$ cat src/mode_ctrl_defines.vh
`ifndef MODE_CTRL_DEFINES_VH
`define MODE_CTRL_DEFINES_VH

// Field positions in the transmit mode-code descriptor control word.
`define CW_IRQ_ON_ACCESS 14
`define CW_IRQ_ON_BROADCAST 13
`define CW_FORCE_BUSY 12
`define CW_DESC_ACCESSED 11
`define CW_BUFFER_SELECTOR 10
`define CW_BROADCAST_RCVD 9
`define CW_PINGPONG_ACK 8
`define CW_STOP_PINGPONG 3
`define CW_PINGPONG_ENABLE 2

// Reset value after master reset.
`define CW_RESET_VALUE 16'h0000

// Host-writable bit masks: anytime, and only while execution is stopped.
`define CW_WMASK_ANYTIME 16'hF008
`define CW_WMASK_STOPPED 16'h0004

// Mode codes and addresses of interest.
`define MC_RESET_TERMINAL 5'h08
`define MC_FIRST_WITH_DATA 5'h10
`define RT_BROADCAST_ADDR 5'h1F

// Interrupt source codes in a log entry.
`define LOG_SRC_ACCESS 2'h1
`define LOG_SRC_BROADCAST 2'h2

`endif

$ cat src/mode_cmd_eval.v
`timescale 1ns/1ps
`include "mode_ctrl_defines.vh"

module mode_cmd_eval
(
  // Command under evaluation
  input wire [4:0] cmd_mode_code,
  input wire [4:0] cmd_terminal_address,
  // Control word fields and configuration
  input wire force_busy,
  input wire global_busy,
  input wire broadcast_invalid_option,
  input wire pingpong_enable,
  input wire pingpong_acknowledge,
  // Decisions
  output wire cmd_is_broadcast,
  output wire cmd_accepted,
  output wire busy_reported,
  output wire mode_data_enable,
  output wire pingpong_active
);

  function is_broadcast;
    input [4:0] addr;
    begin
      is_broadcast = (addr == `RT_BROADCAST_ADDR);
    end
  endfunction

  wire reset_cmd;

  assign cmd_is_broadcast = is_broadcast(cmd_terminal_address);
  // Address 31 is not recognised at all while broadcast is declared invalid.
  assign cmd_accepted = !(is_broadcast(cmd_terminal_address) && broadcast_invalid_option);
  assign reset_cmd = (cmd_mode_code == `MC_RESET_TERMINAL);
  // The reset-terminal status must go out clean, so busy is suppressed for it.
  assign busy_reported = (force_busy || global_busy) && !reset_cmd;
  assign mode_data_enable = !(busy_reported && (cmd_mode_code >= `MC_FIRST_WITH_DATA));
  // Ping-pong only counts once the handshake has been acknowledged.
  assign pingpong_active = pingpong_enable && pingpong_acknowledge;

endmodule

$ cat src/rt_tx_mode_code_control_word.v
// Function
// - Access interrupt posted after valid mode command.
// - Broadcast interrupt posted after valid broadcast command.
// - Broadcast-invalid option disables address 31 commands.
// - Force-busy bit sets Busy for this code.
// - Global busy setting also applies Busy status.
// - Busy blocks mode data and selector toggle.
// - Mode code 8 ignores force-busy bit.
// - Accessed flag set on message completion.
// - Accessed flag cleared by resets, host read.
// - Selector picks pointer A or B.
// - Selector is device-owned, host read-only.
// - Selector inverts after each error-free, non-busy ping-pong message, except illegal ones under selector_toggle_inhibit.
// - Selector cleared by master and software reset.
// - Selector ignored in indexed single-buffer mode.
// - Unacknowledged ping-pong uses single buffer, no toggle.
`timescale 1ns/1ps
`include "mode_ctrl_defines.vh"

module rt_tx_mode_code_control_word
(
  // Clock, master reset and software reset
  input wire clk,
  input wire resetn,
  input wire software_reset,
  // Host word access to the control word
  input wire host_wr_en,
  input wire host_rd_en,
  input wire [15:0] host_wdata,
  output wire [15:0] host_rdata,
  // Global configuration
  input wire exec_running,
  input wire irq_enable_access,
  input wire irq_enable_broadcast,
  input wire broadcast_invalid_option,
  input wire global_busy,
  input wire selector_toggle_inhibit,
  input wire pingpong_acknowledge,
  // Command and message events from the protocol engine
  input wire cmd_start,
  input wire [4:0] cmd_mode_code,
  input wire [4:0] cmd_terminal_address,
  input wire cmd_illegal,
  input wire msg_done,
  input wire msg_error,
  // Command response decisions
  output wire status_busy,
  output wire mode_data_enable,
  output wire use_pointer_b,
  output wire pingpong_mode,
  // Interrupt posting and log entry
  output wire irq_post,
  output wire [1:0] irq_source
);

  localparam ST_IDLE = 2'b01;
  localparam ST_MSG = 2'b10;

  reg [1:0] state_reg;
  reg [1:0] state_next;

  reg [15:0] host_rdata_reg;
  reg irq_on_access_reg;
  reg irq_on_broadcast_reg;
  reg force_busy_reg;
  reg stop_pingpong_reg;
  reg pingpong_enable_reg;
  reg descriptor_accessed_flag_reg;
  reg descriptor_accessed_flag_next;
  reg buffer_selector_reg;
  reg buffer_selector_next;
  reg broadcast_rcvd_reg;
  reg broadcast_rcvd_next;

  reg busy_reg;
  reg data_enable_reg;
  reg use_b_reg;
  reg pingpong_reg;
  reg cmd_bcast_reg;
  reg cmd_illegal_reg;
  reg irq_post_reg;
  reg irq_post_next;
  reg [1:0] irq_source_reg;
  reg [1:0] irq_source_next;

  wire ev_bcast;
  wire ev_accepted;
  wire ev_busy;
  wire ev_data_enable;
  wire ev_pingpong;
  wire take_cmd;
  wire finish;
  wire toggle_ok;
  reg [15:0] word_now;

  function irq_owed;
    input illegal;
    input select_bit;
    input enable_bit;
    begin
      irq_owed = !illegal && select_bit && enable_bit;
    end
  endfunction

  mode_cmd_eval u_eval
  (
    .cmd_mode_code(cmd_mode_code),
    .cmd_terminal_address(cmd_terminal_address),
    .force_busy(force_busy_reg),
    .global_busy(global_busy),
    .broadcast_invalid_option(broadcast_invalid_option),
    .pingpong_enable(pingpong_enable_reg),
    .pingpong_acknowledge(pingpong_acknowledge),
    .cmd_is_broadcast(ev_bcast),
    .cmd_accepted(ev_accepted),
    .busy_reported(ev_busy),
    .mode_data_enable(ev_data_enable),
    .pingpong_active(ev_pingpong)
  );

  // A command dropped as invalid never opens a message.
  assign take_cmd = cmd_start && ev_accepted;
  assign finish = msg_done && (state_reg == ST_MSG);

  // Busy-ended and unacknowledged ping-pong messages keep the selector; illegal
  // commands keep it only when software asked for that.
  assign toggle_ok = pingpong_reg && !msg_error && !busy_reg
    && !(selector_toggle_inhibit && cmd_illegal_reg);

  always @*
  begin
    word_now = 16'h0000;
    word_now[`CW_IRQ_ON_ACCESS] = irq_on_access_reg;
    word_now[`CW_IRQ_ON_BROADCAST] = irq_on_broadcast_reg;
    word_now[`CW_FORCE_BUSY] = force_busy_reg;
    word_now[`CW_DESC_ACCESSED] = descriptor_accessed_flag_reg;
    word_now[`CW_BUFFER_SELECTOR] = buffer_selector_reg;
    word_now[`CW_BROADCAST_RCVD] = broadcast_rcvd_reg;
    word_now[`CW_PINGPONG_ACK] = pingpong_acknowledge;
    word_now[`CW_STOP_PINGPONG] = stop_pingpong_reg;
    word_now[`CW_PINGPONG_ENABLE] = pingpong_enable_reg;
  end

  always @*
  begin
    state_next = state_reg;
    case (state_reg)
      ST_IDLE:
      begin
        if (take_cmd)
        begin
          state_next = ST_MSG;
        end
      end
      ST_MSG:
      begin
        if (msg_done)
        begin
          state_next = ST_IDLE;
        end
      end
      default:
      begin
        state_next = ST_IDLE;
      end
    endcase
  end

  always @*
  begin
    descriptor_accessed_flag_next = descriptor_accessed_flag_reg;
    buffer_selector_next = buffer_selector_reg;
    broadcast_rcvd_next = broadcast_rcvd_reg;
    irq_post_next = 1'b0;
    irq_source_next = 2'h0;
    // A host read clears the flag, but a completion in the same cycle wins.
    if (host_rd_en)
    begin
      descriptor_accessed_flag_next = 1'b0;
    end
    if (finish)
    begin
      descriptor_accessed_flag_next = 1'b1;
      if (toggle_ok)
      begin
        buffer_selector_next = ~buffer_selector_reg;
      end
      if (cmd_bcast_reg)
      begin
        broadcast_rcvd_next = 1'b1;
      end
      if (irq_owed(cmd_illegal_reg, irq_on_access_reg, irq_enable_access))
      begin
        irq_post_next = 1'b1;
        irq_source_next = irq_source_next | `LOG_SRC_ACCESS;
      end
      if (irq_owed(cmd_illegal_reg, cmd_bcast_reg && irq_on_broadcast_reg, irq_enable_broadcast))
      begin
        irq_post_next = 1'b1;
        irq_source_next = irq_source_next | `LOG_SRC_BROADCAST;
      end
    end
  end

  always @(posedge clk)
  begin
    if (!resetn)
    begin
      state_reg <= ST_IDLE;
      host_rdata_reg <= `CW_RESET_VALUE;
      descriptor_accessed_flag_reg <= 1'b0;
      buffer_selector_reg <= 1'b0;
      broadcast_rcvd_reg <= 1'b0;
      busy_reg <= 1'b0;
      data_enable_reg <= 1'b1;
      use_b_reg <= 1'b0;
      pingpong_reg <= 1'b0;
      cmd_bcast_reg <= 1'b0;
      cmd_illegal_reg <= 1'b0;
      irq_post_reg <= 1'b0;
      irq_source_reg <= 2'h0;
    end
    else
    begin
      state_reg <= state_next;
      irq_post_reg <= irq_post_next;
      irq_source_reg <= irq_source_next;
      if (host_rd_en)
      begin
        host_rdata_reg <= word_now;
      end
      if (software_reset)
      begin
        descriptor_accessed_flag_reg <= 1'b0;
        buffer_selector_reg <= 1'b0;
        broadcast_rcvd_reg <= 1'b0;
      end
      else
      begin
        descriptor_accessed_flag_reg <= descriptor_accessed_flag_next;
        buffer_selector_reg <= buffer_selector_next;
        broadcast_rcvd_reg <= broadcast_rcvd_next;
      end
      // Decisions are frozen at command arrival so a mid-message host write
      // cannot change the status already sent.
      if (take_cmd && state_reg == ST_IDLE)
      begin
        busy_reg <= ev_busy;
        data_enable_reg <= ev_data_enable;
        pingpong_reg <= ev_pingpong;
        // Indexed mode never reads the selector, so its pointer is held at A.
        if (pingpong_enable_reg)
        begin
          use_b_reg <= buffer_selector_reg;
        end
        else
        begin
          use_b_reg <= 1'b0;
        end
        cmd_bcast_reg <= ev_bcast;
        cmd_illegal_reg <= cmd_illegal;
      end
    end
  end

  // Host-owned bits live apart so that device updates can never disturb them.
  always @(posedge clk)
  begin
    if (!resetn)
    begin
      irq_on_access_reg <= 1'b0;
      irq_on_broadcast_reg <= 1'b0;
      force_busy_reg <= 1'b0;
      stop_pingpong_reg <= 1'b0;
      pingpong_enable_reg <= 1'b0;
    end
    else
    begin
      // Device-owned bits ignore host writes entirely.
      if (host_wr_en)
      begin
        irq_on_access_reg <= host_wdata[`CW_IRQ_ON_ACCESS];
        irq_on_broadcast_reg <= host_wdata[`CW_IRQ_ON_BROADCAST];
        force_busy_reg <= host_wdata[`CW_FORCE_BUSY];
        stop_pingpong_reg <= host_wdata[`CW_STOP_PINGPONG];
        if (!exec_running)
        begin
          pingpong_enable_reg <= host_wdata[`CW_PINGPONG_ENABLE];
        end
      end
    end
  end

  assign host_rdata = host_rdata_reg;
  assign status_busy = busy_reg;
  assign mode_data_enable = data_enable_reg;
  assign use_pointer_b = use_b_reg;
  assign pingpong_mode = pingpong_reg;
  assign irq_post = irq_post_reg;
  assign irq_source = irq_source_reg;

endmodule

$ cat config.mk
export PLATFORM = sky130hd
export DESIGN_NAME = rt_tx_mode_code_control_word
export DESIGN_NICKNAME = d
export VERILOG_FILES = /design/src/mode_cmd_eval.v /design/src/rt_tx_mode_code_control_word.v
export VERILOG_INCLUDE_DIRS = /design/src
export SDC_FILE = /design/constraint.sdc
export NUM_CORES = 1
export LEC_CHECK = 0
export BUFFER_PORTS_ARGS = -buffer_cell sky130_fd_sc_hd__buf_2
export CAP_MARGIN = 10
export CORE_MARGIN = 1.5
export CORE_UTILIZATION = 35
export DETAILED_ROUTE_END_ITERATION = 6
export GPL_TIMING_DRIVEN = 0
export MAX_ROUTING_LAYER = met4
export PLACE_DENSITY = 0.62
export SYNTH_ARGS = -nofsm -noshare
export SYNTH_HDL_FRONTEND = slang
export SYNTH_HIERARCHICAL = 1
export SYNTH_SLANG_ARGS = --single-unit
$ cat constraint.sdc
create_clock -name clk -period 1.5 [get_ports clk]
set_input_delay 0.225 -clock clk [delete_from_list [all_inputs] [get_ports clk]]
set_output_delay 0.225 -clock clk [all_outputs]
set_load 0.01 [all_outputs]
==> impl.org <==
** CTS
- Clock tree synthesis inserted a total of 3 buffers.
- Resized cells post-CTS :: 0
- In this run the clock root is driven by a clkbuf_4.
- Worst-Skew Late Latency :: 320 ps
- Clk sinks :: 28
- H-tree level count :: 1
- After clock tree synthesis, the clock-pin slew on the worst setup and hold paths is 140 ps.
- Number of hold buffers added after CTS :: 0
- TritonCTS clock tree :: built
- Maximum number of buffers from clock root to sink :: 2
- In this run the post-CTS setup repair buffer count came out at 0.

** Timing
- Slack of the critical path :: 382 ps
- Static timing analysis puts the maximum clock frequency at 895 MHz.
- Clock tree skew after final layout :: 5.23 ps
- The routed design could run at a clock period as short as 1120 ps.
- The worst path uses 74.5% of the clock period.
- Count of final setup violators :: 0
- Unrepaired setup endpoints after global routing :: false
- Max Transition Viols Final :: 0
- Setup total negative slack :: 0 ps
- The final hold violation count came to 0.

** Logic synthesis
- Main flop type after synthesis :: dfxtp_1
- Top cells by instance count after synthesis :: 28 x dfxtp_1, 19 x mux2i_1, 19 x nor2b_1, 7 x buf_4, 6 x nor2_1
- After synthesis, the netlist uses 27 different library cells.
- The biggest area contributor in the post-synthesis netlist is dfxtp_1.
- Total standard cell area after synthesis :: 0.00116 mm²
- By instance count, the leading cell after synthesis is dfxtp_1.
- Main area contributors after synthesis :: dfxtp_1 48%, mux2i_1 16%, nor2b_1 10%
- Number of warnings reported in the yosys synthesis log :: 6
- In this run the biggest area consumer among cell types represents 48.2% of the synthesized area.
- In the synthesized netlist the async set-or-reset flop fraction comes to 0%.
- Sequential elements use 48.2% of the synthesized area.
- Average instance area after synthesis :: 10.1 µm²
- EDFF count, synth :: 0
- Seq cells post-synth :: 28
- Syn Inst Count :: 115

** Critical path
- Required time of the critical path :: 1730 ps
- STA classifies the critical path startpoint as a flip-flop.
- Launch point of the worst path :: pingpong_mode
- Category of the most critical setup path :: reg -> reg
- The worst setup path is captured at a flip-flop.
- Critical-path cell with the highest stage delay :: dfxtp_1
- Ordered cell list for the critical path :: nor3b_1, a311oi_1, a41o_1
- The startpoint identified for the worst register-to-register timing path is pingpong_mode.
- Max stage delay on crit path :: 370 ps
- Data arrives at the worst endpoint at 1350 ps.
- Along the worst path, the maximum fanout reaches 3.

** Hold path
- In this run the most critical hold path is launched from irq_enable_access.
- Min-delay worst type :: in -> reg

** Global route
- Maximum number of pins on one net before global-route repair :: 17
- Antenna violations before repair :: 0
- The first global-routing pass estimated 3520 µm of wire.
- Grt total ovfl :: 0
- Number of global-route vias before repair :: 825
- Global routing used 13.4% of the available tracks.

** Power
- Across the VDD grid, the largest voltage drop is 0.879 mV.
- Power Dens Cells :: 950 mW/mm²
- In this run the static leakage power is 0.733 nW.

** Floorplanning
- Effective utilization at floorplan :: 37.5%
- In this run the standard cell core region covers 0.00310 mm².
- The die covers 0.00368 mm².
- In this run the core area contains 20 standard-cell rows.
- From bottom edge to top edge, the die measures 60.6 µm.
- Pin placement for this block handled 65 I/O pins.
- Die extent in x :: 60.6 µm

** Layout
- Final net count :: 212
- In the final layout, the share of cells above drive strength 1 is 34.9%.
- Number of flip-flops under the largest register name :: 9
- Measured on the finished design, the core utilization comes to 48.8%.
- 0 antenna diodes ended up in the layout.
- After filler insertion, the fill cell instance count of the layout stands at 329.
- Area grow syn2layout :: 30.1%

** Place
- Post-Place Worst Slack :: 135 ps
- The wire-length estimate of the detail-placed layout is 1770 µm.
- Total of buffers placed on input and output ports :: 44
- The congestion estimate from routability-driven global placement came to 0.712.

** Route
- For this block, the initial DRC count from the detailed router was 32.
- After detailed routing, the number of remaining DRC violations is 0.
- Routed length per placed instance :: 10.3 µm
- Pre-antenna DRT Iters :: 4
- Post-detailed-route count of antenna-violating nets :: 0
- Sum of routed wire length over all layers :: 2200 µm
- After detailed routing, the number of vias per cell comes to 4.33.
- Number of vias in the routed layout :: 922

** Run
- Max-cap violations in this run came to 0.

** Outcome
- The run finished with clean final reports.
[cell type report]
cell class,count,area (µm²),area share (%)
Buffer,12,81.3,5.38
Clock buffer,3,22.5,1.49
Clock inverter,1,30.0,1.99
Inverter,4,15.0,0.993
Multi-Input combinational cell,77,528,34.9
Sequential cell,28,561,37.1
Tap cell,44,55.1,3.64
Timing Repair Buffer,44,220,14.6
[critical path: cells and delay by family, from the launching register on]
family / cells / cell delay (ps)
AOI/OAI and AO/OA: 2 / 370
and+or+nand+nor: 1 / 300
DFF: 1 / 370
[final timing paths]
path	slack, ps	to	depth (start not counted)
worst min register to register	480	use_pointer_b	2
worst max register to register	380	buffer_selector_reg	3
worst max-delay path	380	buffer_selector_reg	3
worst min-delay path	140	irq_source[0]	3
[power breakdown]
group	switching, mW	total (mW)	internal [mW]
Sequential	0.0149	0.783	0.768
Clock	0.212	0.482	0.270
Combinational	0.0758	0.172	0.0958
Total	0.303	1.44	1.13
[cells in the final DEF, fill, tap and decap left out]
| cell type | count |
|---|---|
| or3_1 | 1 |
| nand3_1 | 3 |
| o22a_1 | 1 |
| nand2b_1 | 2 |
| dfxtp_1 | 28 |
| bufinv_16 | 1 |
| nand2_1 | 4 |
| nor3b_1 | 2 |
| buf_4 | 7 |
| o21ai_0 | 1 |
| and3b_1 | 1 |
| inv_1 | 4 |
| clkbuf_4 | 3 |
| a21boi_1 | 1 |
| a41o_1 | 1 |
| nor2_1 | 6 |
| a311oi_1 | 1 |
| buf_6 | 1 |
| clkbuf_1 | 2 |
| buf_2 | 46 |
| and4b_1 | 1 |
| and2_1 | 1 |
| nand3b_1 | 1 |
| or4b_1 | 1 |
| a21oi_1 | 3 |
| conb_1 | 7 |
| o21ai_2 | 1 |
| mux2i_1 | 19 |
| nor2b_1 | 19 |
[cells by family (layout without fill, tap and decap cells)]
kind of cell | count (synthesis) | after routing | share of synthesized area [%]
buf+inv | 16 | 64 | 8.29
mux | 19 | 19 | 16.4
flops | 28 | 28 | 48.2
compound gates | 9 | 9 | 5.49
other cells | 1 | 7 | 0.323
simple gates | 42 | 42 | 21.3
[per-layer routing]
metal	vias up	track usage, %	share of wire (%)
met5	-	-	0
met4	0	2.80	0.41
met3	2	4.90	9.9
met2	43	22.4	45
met1	402	15.5	45
li1	475	-	-
[through the flow]
| stage | instance area (µm²) | cells | hold slack [ps] | total power, mW |
|---|---|---|---|---|
| after global placement | 1460 | 209 | 451 | 0.968 |
| after detailed placement | 1460 | 209 | 465 | 0.973 |
| final | 1510 | 213 | 137 | 1.44 |
| after global routing | 1510 | 213 | 127 | 1.50 |
| after CTS | 1510 | 213 | 129 | 1.46 |
| after floorplan | 1180 | 121 | 368 | 0.908 |
Power figures use the tool's default switching activity.
